==> src/verilog/pss_pkg.sv <==
// Constants, register map and state type of the power state supply configuration block
package pss_pkg;

   // ****************************************
   // Register offsets
   // ****************************************
   localparam logic [7:0] AWAKE_CFG_OFS = 8'h18;
   localparam logic [7:0] SLEEP1_CFG_OFS = 8'h1c;
   localparam logic [7:0] SLEEP2_CFG_OFS = 8'h20;
   localparam logic [7:0] STATUS_OFS = 8'h24;

   // ****************************************
   // Field positions
   // ****************************************
   localparam int TILE_GATE_BIT = 14;
   localparam int ANA_PFM_BIT = 9;
   localparam int CORE_PFM_BIT = 8;
   localparam int IO_EN_BIT = 5;
   localparam int PLL_EN_BIT = 4;
   localparam int ANA_EN_BIT = 1;
   localparam int CORE_EN_BIT = 0;
   localparam int DWELL_LSB = 16;
   localparam int DWELL_W = 5;
   localparam int STATE_LSB = 16;
   localparam int STATE_W = 3;

   // ****************************************
   // Masks and reset values
   // ****************************************
   localparam logic [31:0] AWAKE_WR_MASK = 32'h0000_4331;
   localparam logic [31:0] SLEEP_WR_MASK = 32'h001f_4331;
   localparam logic [31:0] RO_ONE_MASK = 32'h0000_0002;
   localparam logic [31:0] OUT_MASK = 32'h0000_4333;
   localparam logic [31:0] AWAKE_RST = 32'h0000_0031;
   localparam logic [31:0] SLEEP1_RST = 32'h0010_0020;
   localparam logic [31:0] SLEEP2_RST = 32'h0010_0000;

   // Fixed settings of the states without a register here
   localparam logic [31:0] RESET_CFG = 32'h0000_0000;
   localparam logic [31:0] ASLEEP_CFG = 32'h0010_0000;
   localparam logic [31:0] WAKE1_CFG = 32'h0010_0020;
   localparam logic [31:0] WAKE2_CFG = 32'h0010_0033;

   // ****************************************
   // Sequencer states
   // ****************************************
   typedef enum logic [2:0] {
      ST_RESET,
      ST_ASLEEP,
      ST_WAKING1,
      ST_WAKING2,
      ST_AWAKE_WAIT,
      ST_AWAKE,
      ST_SLEEP1,
      ST_SLEEP2
   } pss_state_t;

endpackage : pss_pkg

==> src/verilog/pss_dwell_timer.sv <==
// Dwell timer holding a state for two to the power N clock cycles
module pss_dwell_timer #(
   parameter int CW = 32,
   parameter int LW = 5
) (
   input wire logic core_clk, // Controller clock
   input wire logic rst_n, // Synchronous reset, active low
   input wire logic restart, // Clear count on state entry
   input wire logic [LW-1:0] log2Cycles, // Dwell exponent
   output logic expired // High from the last cycle of the dwell until restart
);

   logic [CW-1:0] cnt_reg;
   logic [CW-1:0] limit;

   // Count 0 is the first cycle of the state, so the last is 2^N - 1
   assign limit = (CW'(1) << log2Cycles) - CW'(1);
   assign expired = (cnt_reg == limit);

   always_ff @(posedge core_clk) begin
      if (!rst_n) begin
         cnt_reg <= '0;
      end else if (restart) begin
         cnt_reg <= '0;
      end else if (!expired) begin
         cnt_reg <= cnt_reg + CW'(1);
      end
   end

endmodule : pss_dwell_timer

==> src/verilog/pss_supply_config.sv <==
// Per-state supply configuration registers and the power state sequencer applying them

module pss_supply_config #(
   parameter int CW = 32,
   parameter int WAKE_LOG2 = 16
) (
   input wire logic core_clk, // Controller clock, 40 MHz
   input wire logic rst_n, // Synchronous reset, active low
   input wire logic psel, // APB select
   input wire logic penable, // APB enable
   input wire logic pwrite, // APB direction
   input wire logic [7:0] paddr, // APB byte address
   input wire logic [31:0] pwdata, // APB write data
   output logic [31:0] prdata, // APB read data
   output logic pready, // APB ready
   output logic pslverr, // APB error on unmapped address
   input wire logic sleepReq, // Sleep request pin
   input wire logic wakeReq, // Wake request pin
   input wire logic coreGood, // Core supply good pin
   input wire logic pllGood, // PLL supply good pin
   output logic coreConvEnable, // Core switching converter enable
   output logic analogConvEnable, // Analogue switching converter enable
   output logic coreConvPfm, // Core converter in pulse frequency mode
   output logic analogConvPfm, // Analogue converter in pulse frequency mode
   output logic ioSupplyEnable, // IO supply output enable
   output logic pllRegEnable, // PLL linear regulator enable
   output logic tileClockGate, // Processor tile clock stopped
   output logic [2:0] seqState // Sequencer state code
);

   // ****************************************
   // Pin synchronisers
   // ****************************************
   logic [3:0] syncA_reg;
   logic [3:0] syncB_reg;
   logic sleepReqS;
   logic wakeReqS;
   logic coreGoodS;
   logic pllGoodS;

   always_ff @(posedge core_clk) begin
      if (!rst_n) begin
         syncA_reg <= 4'h0;
         syncB_reg <= 4'h0;
      end else begin
         syncA_reg <= {pllGood, coreGood, wakeReq, sleepReq};
         syncB_reg <= syncA_reg;
      end
   end

   assign sleepReqS = syncB_reg[0];
   assign wakeReqS = syncB_reg[1];
   assign coreGoodS = syncB_reg[2];
   assign pllGoodS = syncB_reg[3];

   // ****************************************
   // APB slave
   // ****************************************
   logic [31:0] awakeCfg_reg;
   logic [31:0] sleep1Cfg_reg;
   logic [31:0] sleep2Cfg_reg;
   logic [31:0] prdata_reg;
   logic [31:0] rdNext;
   logic pready_reg;
   logic pslverr_reg;
   logic mapped;
   logic setup;
   logic access;
   logic wrOk;
   pss_pkg::pss_state_t stateReg;
   pss_pkg::pss_state_t stateNext;
   logic [31:0] cfgOut_reg;

   assign setup = psel && !penable;
   assign access = psel && penable && pready_reg;
   assign wrOk = access && pwrite && !pslverr_reg;

   always_comb begin
      mapped = 1'b1;
      rdNext = 32'h0;
      case (paddr)
         pss_pkg::AWAKE_CFG_OFS: begin
            rdNext = (awakeCfg_reg & pss_pkg::AWAKE_WR_MASK) | pss_pkg::RO_ONE_MASK;
         end
         pss_pkg::SLEEP1_CFG_OFS: begin
            rdNext = (sleep1Cfg_reg & pss_pkg::SLEEP_WR_MASK) | pss_pkg::RO_ONE_MASK;
         end
         pss_pkg::SLEEP2_CFG_OFS: begin
            rdNext = (sleep2Cfg_reg & pss_pkg::SLEEP_WR_MASK) | pss_pkg::RO_ONE_MASK;
         end
         pss_pkg::STATUS_OFS: begin
            rdNext = cfgOut_reg & pss_pkg::OUT_MASK;
            rdNext[pss_pkg::STATE_LSB +: pss_pkg::STATE_W] = stateReg;
         end
         default: begin
            mapped = 1'b0;
         end
      endcase
   end

   // One wait-free access phase: answer prepared in the setup cycle
   always_ff @(posedge core_clk) begin
      if (!rst_n) begin
         pready_reg <= 1'b0;
         pslverr_reg <= 1'b0;
         prdata_reg <= 32'h0;
      end else begin
         pready_reg <= setup;
         pslverr_reg <= setup && !mapped;
         if (setup) begin
            prdata_reg <= pwrite ? 32'h0 : rdNext;
         end
      end
   end

   // Read-only and reserved bits are never stored
   always_ff @(posedge core_clk) begin
      if (!rst_n) begin
         awakeCfg_reg <= pss_pkg::AWAKE_RST;
         sleep1Cfg_reg <= pss_pkg::SLEEP1_RST;
         sleep2Cfg_reg <= pss_pkg::SLEEP2_RST;
      end else if (wrOk) begin
         if (paddr == pss_pkg::AWAKE_CFG_OFS) begin
            awakeCfg_reg <= pwdata & pss_pkg::AWAKE_WR_MASK;
         end
         if (paddr == pss_pkg::SLEEP1_CFG_OFS) begin
            sleep1Cfg_reg <= pwdata & pss_pkg::SLEEP_WR_MASK;
         end
         if (paddr == pss_pkg::SLEEP2_CFG_OFS) begin
            sleep2Cfg_reg <= pwdata & pss_pkg::SLEEP_WR_MASK;
         end
      end
   end

   assign prdata = prdata_reg;
   assign pready = pready_reg;
   assign pslverr = pslverr_reg;

   // ****************************************
   // Sequencer
   // ****************************************
   logic [31:0] curCfg;
   logic [31:0] nextCfg;
   logic [pss_pkg::DWELL_W-1:0] dwellLog2;
   logic dwellDone;
   logic suppliesGood;
   logic restart;

   function automatic logic [31:0] cfgFor(input pss_pkg::pss_state_t s);
      logic [31:0] c;
      c = pss_pkg::RESET_CFG;
      case (s)
         pss_pkg::ST_ASLEEP: c = pss_pkg::ASLEEP_CFG;
         pss_pkg::ST_WAKING1: c = pss_pkg::WAKE1_CFG;
         pss_pkg::ST_WAKING2: c = pss_pkg::WAKE2_CFG;
         pss_pkg::ST_AWAKE_WAIT: c = awakeCfg_reg | pss_pkg::RO_ONE_MASK;
         pss_pkg::ST_AWAKE: c = awakeCfg_reg | pss_pkg::RO_ONE_MASK;
         pss_pkg::ST_SLEEP1: c = sleep1Cfg_reg | pss_pkg::RO_ONE_MASK;
         pss_pkg::ST_SLEEP2: c = sleep2Cfg_reg | pss_pkg::RO_ONE_MASK;
         default: c = pss_pkg::RESET_CFG;
      endcase
      return c;
   endfunction : cfgFor

   assign curCfg = cfgFor(stateReg);
   assign nextCfg = cfgFor(stateNext);
   // Awake has no dwell field; exponent 0 there is never consulted
   // Waking dwell is a parameter so short runs need not wait 2^16 cycles
   assign dwellLog2 = (stateReg == pss_pkg::ST_AWAKE) ? '0 :
      (stateReg inside {pss_pkg::ST_WAKING1, pss_pkg::ST_WAKING2}) ?
      pss_pkg::DWELL_W'(WAKE_LOG2) :
      curCfg[pss_pkg::DWELL_LSB +: pss_pkg::DWELL_W];
   // Only supplies enabled in this state must report good
   assign suppliesGood = (!curCfg[pss_pkg::CORE_EN_BIT] || coreGoodS) &&
      (!curCfg[pss_pkg::PLL_EN_BIT] || pllGoodS);
   assign restart = (stateNext != stateReg);

   always_comb begin
      stateNext = stateReg;
      case (stateReg)
         pss_pkg::ST_RESET: stateNext = pss_pkg::ST_WAKING1;
         pss_pkg::ST_ASLEEP: begin
            if (wakeReqS) begin
               stateNext = pss_pkg::ST_WAKING1;
            end
         end
         pss_pkg::ST_WAKING1: begin
            if (dwellDone && suppliesGood) begin
               stateNext = pss_pkg::ST_WAKING2;
            end
         end
         pss_pkg::ST_WAKING2: begin
            if (dwellDone && suppliesGood) begin
               stateNext = pss_pkg::ST_AWAKE_WAIT;
            end
         end
         pss_pkg::ST_AWAKE_WAIT: begin
            if (suppliesGood) begin
               stateNext = pss_pkg::ST_AWAKE;
            end
         end
         pss_pkg::ST_AWAKE: begin
            if (sleepReqS) begin
               stateNext = pss_pkg::ST_SLEEP1;
            end
         end
         pss_pkg::ST_SLEEP1: begin
            if (dwellDone) begin
               stateNext = pss_pkg::ST_SLEEP2;
            end
         end
         pss_pkg::ST_SLEEP2: begin
            if (dwellDone) begin
               stateNext = pss_pkg::ST_ASLEEP;
            end
         end
         default: stateNext = pss_pkg::ST_RESET;
      endcase
   end

   always_ff @(posedge core_clk) begin
      if (!rst_n) begin
         stateReg <= pss_pkg::ST_RESET;
      end else begin
         stateReg <= stateNext;
      end
   end

   pss_dwell_timer #(
      .CW(CW),
      .LW(pss_pkg::DWELL_W)
   ) u_dwell (
      .core_clk(core_clk),
      .rst_n(rst_n),
      .restart(restart),
      .log2Cycles(dwellLog2),
      .expired(dwellDone)
   );

   // Registered from the next state so outputs change with the state itself
   always_ff @(posedge core_clk) begin
      if (!rst_n) begin
         cfgOut_reg <= pss_pkg::RESET_CFG;
      end else begin
         cfgOut_reg <= nextCfg & pss_pkg::OUT_MASK;
      end
   end

   assign coreConvEnable = cfgOut_reg[pss_pkg::CORE_EN_BIT];
   assign analogConvEnable = cfgOut_reg[pss_pkg::ANA_EN_BIT];
   assign coreConvPfm = cfgOut_reg[pss_pkg::CORE_PFM_BIT];
   assign analogConvPfm = cfgOut_reg[pss_pkg::ANA_PFM_BIT];
   assign ioSupplyEnable = cfgOut_reg[pss_pkg::IO_EN_BIT];
   assign pllRegEnable = cfgOut_reg[pss_pkg::PLL_EN_BIT];
   assign tileClockGate = cfgOut_reg[pss_pkg::TILE_GATE_BIT];
   assign seqState = 3'(stateReg);

   // ****************************************
   // Assertions
   // ****************************************
   logic [CW:0] resCnt_reg;

   always_ff @(posedge core_clk) begin
      if (!rst_n || restart) begin
         resCnt_reg <= '0;
      end else begin
         resCnt_reg <= resCnt_reg + (CW+1)'(1);
      end
   end
endmodule : pss_supply_config
==> config.mk <==
export PLATFORM = sky130hd
export DESIGN_NAME = pss_supply_config
export DESIGN_NICKNAME = d
export VERILOG_FILES = /design/src/verilog/pss_pkg.sv /design/src/verilog/pss_dwell_timer.sv /design/src/verilog/pss_supply_config.sv
export SDC_FILE = /design/constraint.sdc
export NUM_CORES = 1
export LEC_CHECK = 0
export CAP_MARGIN = 20
export CORE_MARGIN = 3
export CORE_UTILIZATION = 50
export DETAILED_ROUTE_END_ITERATION = 8
export DONT_BUFFER_PORTS = 1
export GPL_TIMING_DRIVEN = 0
export MAX_ROUTING_LAYER = met4
export PLACE_DENSITY = 0.68
export SYNTH_ARGS = -nofsm -noshare
export SYNTH_HDL_FRONTEND = slang
export SYNTH_SLANG_ARGS = --single-unit
==> constraint.sdc <==
create_clock -name core_clk -period 4.5 [get_ports core_clk]
set_clock_uncertainty 0.1 [all_clocks]
set_input_delay 0.45 -clock core_clk [delete_from_list [all_inputs] [get_ports core_clk]]
set_output_delay 0.45 -clock core_clk [all_outputs]
set_load 0.05 [all_outputs]
; After elaboration in Yosys (flattened, before gate mapping)
; Cells that the tools add are included.
[op_classes]
addsub = 2
n_mul = 0
div = 0
magnitude_cmp = 0
eq_ne = 20
n_shift = 1
mux = 15
bitwise = 1
n_reduce_logical = 24
[op_table]
columns = cell, count
row1 = case mux 21 bit (6 select lines), 1
row2 = case mux 15 bit (6 select lines), 1
row3 = case mux 21 bit (4 select lines), 1
row4 = "adder 32 x 1 -> 32 bit, second input constant", 1
row5 = == test 32 bit, 1
row6 = "<< shifter 1 x 5 -> 32 bit, first input constant", 1
row7 = "subtractor 32 x 2 -> 32 bit, second input constant", 1
row8 = "== test 3 bit, second input constant", 8
row9 = case mux 3 bit (8 select lines), 1
row10 = 2-to-1 mux 21 bit, 1
row11 = 2-to-1 mux 3 bit, 7
row12 = "== test 8 x 5 -> 1 bit, second input constant", 2
row13 = "== test 8 x 6 -> 1 bit, second input constant", 2
row14 = "== test 3 x 2 -> 1 bit, second input constant", 4
row15 = 2-to-1 mux 5 bit, 2
row16 = logical AND 1 bit, 8
row17 = "== test 3 x 1 -> 1 bit, second input constant", 2
row18 = AND reduction 2 bit, 3
row19 = OR reduction 2 bit, 3
row20 = zero test 1 bit, 5
row21 = OR reduction 4 bit, 1
row22 = zero test 3 bit, 1
row23 = != test 3 bit, 1
row24 = logical OR 1 bit, 2
row25 = other kinds (3), 3
[word_totals]
register_bits = 112
latch_bits = 0
mem_bits_rw = 0
romBits = 0
input_bits = 49
out_inout_bits = 44
elab_cells = 74
mem_count = 0

; Longest topological paths before layout
[logic_depth]
ltp_word = 14
ltp_mapped = 20
depth_no_buf = 15

; Cells and area by module
; A second synthesis with hierarchy kept.
[hier_totals]
cells_unflattened = 724
area_unflattened_um2 = 5711.7
[by_module_without_submodules]
columns = module, n_inst, cells_per_inst, area_each_um2, seq_area_each_um2
row1 = pss_supply_config, 1, 363, 2994.1, 1201.2
row2 = pss_dwell_timer, 1, 361, 2717.6, 640.6

; Worst setup path before layout
; OpenSTA, ideal clock, no wires.
[synth_path]
path_kind = register to register
start = register stateReg[0], in the netlist seqState[0]
end = register cfgOut_reg[14]
setup_ns = 0.127
t_arrival_ns = 4.717
slack_ns = -0.444
path_stages_with_launch = 19
path_buffers = 4
cell_sequence = dfxtp_1 -> buf_6 -> mux2i_4 -> o221ai_2 -> buf_6 -> or3_4 -> ha_1 -> clkbuf_1 -> and3_1 -> nand3_1 -> o22ai_1 -> xor2_1 -> or4_1 -> a311oi_4 -> nand4_4 -> or3_1 -> buf_2 -> nor4bb_1 -> or3_1
[synth_via]
elab_chain_cells = 14
elab_cells_between_ends = 39
classes_between = add/sub (1) / eq/ne (15) / shift (1) / mux (12) / reduce/logical (10)
[synth_rtl]
columns = item, line_no
row1 = start: declaration, pss_supply_config.sv:70  ; pss_pkg::pss_state_t stateReg;
row2 = start signal: assignment, pss_supply_config.sv:223  ; stateReg <= pss_pkg::ST_RESET;
row3 = start signal: assignment, pss_supply_config.sv:225  ; stateReg <= stateNext;
row4 = == test 3 bit (on tied branches), "pss_supply_config.sv:152, pss_supply_config.sv:169, pss_supply_config.sv:180"
row5 = OR reduction 2 bit (no line), --
row6 = case mux 21 bit (6 select lines), pss_supply_config.sv:152  ; case (s)
row7 = 2-to-1 mux 5 bit, pss_supply_config.sv:170  ; (stateReg inside {pss_pkg::ST_WAKING1, pss_pkg::ST_WAKING2}) ?
row8 = 2-to-1 mux 5 bit, pss_supply_config.sv:169  ; assign dwellLog2 = (stateReg == pss_pkg::ST_AWAKE) ? '0 :
row9 = << shifter 1 x 5 -> 32 bit, pss_dwell_timer.sv:17  ; assign limit = (CW'(1) << log2Cycles) - CW'(1);
row10 = subtractor 32 x 2 -> 32 bit, pss_dwell_timer.sv:17
row11 = == test 32 bit, pss_dwell_timer.sv:18  ; assign expired = (cnt_reg == limit);
row12 = logical AND 1 bit, "pss_supply_config.sv:188, pss_supply_config.sv:193"
row13 = 2-to-1 mux 3 bit (on tied branches), "pss_supply_config.sv:193, pss_supply_config.sv:188"
row14 = case mux 3 bit (8 select lines) *, pss_supply_config.sv:180  ; case (stateReg)
row15 = == test 3 bit, pss_supply_config.sv:152
row16 = OR reduction 2 bit (no line), --
row17 = case mux 15 bit (6 select lines) *, pss_supply_config.sv:152
row18 = end signal: assignment, pss_supply_config.sv:243  ; cfgOut_reg <= pss_pkg::RESET_CFG;
row19 = end signal: assignment, pss_supply_config.sv:245  ; cfgOut_reg <= nextCfg & pss_pkg::OUT_MASK;
row20 = end: declaration, pss_supply_config.sv:72  ; logic [31:0] cfgOut_reg;
; Every way passes the cells marked *; elsewhere a longest branch is shown, timed or not.
; A chain may end at the register's enable or synchronous reset.

; Final worst setup path
[layout_path]
start = register stateReg[0], in the netlist seqState[0]
end = register cfgOut_reg[0]
; The elaborated chain is that of the path after synthesis.

==> run metrics <==
status=complete, but fails checks; failing checks=setup timing; yosys warns=0; leading cell type in the layout, fill and taps excluded=dfxtp_1; setup slack after layout=-0.292 ns; DP HPWL=around 14000 µm; Synth Area in XOR/XNOR=0.0640; Worst EP arrival=just under 5 ns; global route overflow=0; Synth Area in Compound Gates=0.200; DRC violations left=0; FF+latch count, synth=between 90 and 100; commonest non-fill, non-tap cells in the layout=dfxtp_1 (89), nor2_1 (71), buf_4 (51); Final Cell Area=about 7400 µm²; Slew headroom=0.414; antenna cells=0; starting density of the core=0.513; via count=5778; Largest register FFs=32; DRT Wirelength=~19000 µm; CP Launch Type=register; area leader, netlist=dfxtp_1; Cell Area, Placed=~6200 µm²; endpoints failing hold=0; synthesized-area fraction occupied by adder cells=0.00425; Die Span X=about 110 µm; Synth async-reset ratio=0; fin. max-slew vios=0; IO Pins=93; Antenna Nets Post-Route=0; # hold bufs at CTS=0; clock tree buffer depth=2; post-synthesis cell area=~6000 µm²; fin crit share=1.06; cell count after synthesis=700; RSZ-0062 raised after global routing=true; Worst Path Required=~4.7 ns; drt wl/cell=20.9 µm; Initial DRT Pass Iterations=5; TritonCTS Sinks=just over 90; Slowest cell on crit path=or3_4; worst slew pin tran=0.880 ns; routed length on met3=1360 µm; Syn Area/Cell=~8.4 µm²; Core ar.=between 10000 and 15000 µm²; metal2 WL=about 9500 µm; post-route insts no fill=approximately 900; layout cell share with drive strength beyond 1=0.237; Placed Cells incl. Taps=approximately 860; VDD IR max=0.234 mV; top-area cell type share of the netlist area=0.313; worst-path fanout max=7; largest family of logic cells by synthesized area=simple AND/OR/NAND/NOR gates; Starting DRT DRC Count=around 530; clk_lat worst skew=0.35 ns; CP dominant cell by count=or3_4; fmax=roughly 210 MHz; Vias/cell=roughly 6.3; CTS tree=built; sequential-to-total area share from yosys stat=0.313; H-tree Lvls=3; Max stage delay on crit path=about 0.47 ns; Pwr Density=between 200 and 250 nW/µm²; worst path cell trace=buf_12 -> buf_8 -> mux2i_4 -> a21oi_4 -> or3_4 -> ha_4 -> nor4b_4 -> o211ai_1 -> o22ai_2 -> xor2_1 -> or4_4 -> a311oi_4 -> nand4_4 -> or3_4 -> nor4bb_4 -> a221o_1; row cnt=39; # Max-Cap Violations=0; minimum clock period after layout=about 4.8 ns; DR top layer=met4; placer congestion estimate=0.961; ranking of synthesized cells by area=dfxtp_1 (31%), nor2_1 (5.9%), mux2i_1 (5.3%); Final setup viols=40; synth-to-layout area growth=25.4%; Synth cell types=between 80 and 90; leak pwr=2.62 nW; largest net degree at the start of global routing=17; Final TNS setup=-6.29 ns; PortBufs=0; proportion of synthesized area in mux cells=0.0776; clk slew on worst S/H paths=roughly 0.07 ns; EDFF count, synth=0; Crit Path Category=register to register; first-pass GRT wire length=about 30000 µm; vias in the first global route=approximately 5600; initial antenna violation count=0; prevailing post-synth register cell=dfxtp_1; Final nets=between 800 and 900; worst hold path class=input port to register; Total Routing Usage GR=0.299; crit end category=register; Root Buffer=clkbuf_16; Die ar.=13100 µm²; Metal-1 WL=between 7000 and 8000 µm; Die Ht=between 100 and 150 µm; Synth Area in Simple Gates=0.273; DP Worst Slack=-0.930 ns; CTS buffer count=9; Fillers=1006
## kinds of logic after synthesis
family / count (synthesis)
flops: 92
xor+xnor: 43
mux: 40
buf+inv: 79
other cells: 1
fa+ha+maj: 2
simple gates: 293
compound gates: 150
## timing repair
| action | 4_1_cts | 5_1_grt |
|---|---|---|
| pin swaps | 28 | 19 |
| setup endpoints to repair | 42 | 42 |
| gates cloned | 2 | 1 |
| setup buffers | 28 | 17 |
| gates resized for setup | 78 | 53 |
## routing by layer
layer  vias up  GRT usage
met4         0      0.139
met5         -          -
li1       2708          -
met3        54     0.0618
met1      2771      0.357
met2       245      0.480
## per-stage QoR
| step | hold WS (ns) | total power, mW | util |
|---|---|---|---|
| after floorplan | 0.312 | 0.971 | - |
| after global placement | 0.314 | 0.997 | 0.539 |
| after detailed placement | 0.321 | 0.999 | 0.540 |
| after CTS | 0.118 | 1.80 | 0.619 |
| after global routing | 0.130 | 1.86 | 0.644 |
| final | 0.119 | 1.81 | 0.644 |
## path summary, 6_finish.rpt
kind,startpoint,cells past startpoint,to,slack (ns)
hold / removal,wakeReq,1,syncA_reg[1],0.12
setup / recovery,seqState[0],16,cfgOut_reg[0],-0.29
hold reg to reg,syncA_reg[2],1,syncB_reg[2],0.34
setup reg to reg,seqState[0],16,cfgOut_reg[0],-0.29
## synthesized netlist by cell type (6+ instances only)
library cell and n:
a211oi_1 6, a21oi_1 16, a221o_1 7, a22o_1 13, a22oi_1 25, and2_1 19
and3_1 14, buf_4 20, clkbuf_1 39, dfxtp_1 92, inv_1 10, mux2i_1 31
nand2_1 33, nand3_1 24, nand4_1 24, nor2_1 93, nor2b_1 9, nor3_1 16
nor4_1 11, o211ai_1 7, o21a_1 7, o21ai_0 12, or3_1 7, or4_1 7
xnor2_1 16, xor2_1 27
## critical path, delay by kind of cell, from the launching register on
kind | cells | cell delay, ns
buffers and inverters | 2 | 0.28
AND/OR/NAND/NOR | 6 | 2.03
flip-flops | 1 | 0.46
multiplexers | 1 | 0.27
adder cells (fa/ha/maj) | 1 | 0.19
AO/OA/AOI/OAI | 5 | 1.22
XOR/XNOR | 1 | 0.11
## power breakdown
group          switching (mW)  internal, mW
combinational           0.118        0.0710
sequential             0.0120         0.819
clock                   0.336         0.451
## area by class of cell
class	instances	area, µm²	area share
multi-input cells	548	4120	0.559
flip-flops and latches	92	1850	0.251
clock buffers	10	239	0.0324
inverters	10	37.5	0.00509
well taps	143	179	0.0242
clock inverters	5	65.1	0.00882
repair buffers	49	467	0.0632
plain buffers	65	418	0.0566
(Power assumes the default switching activity.)
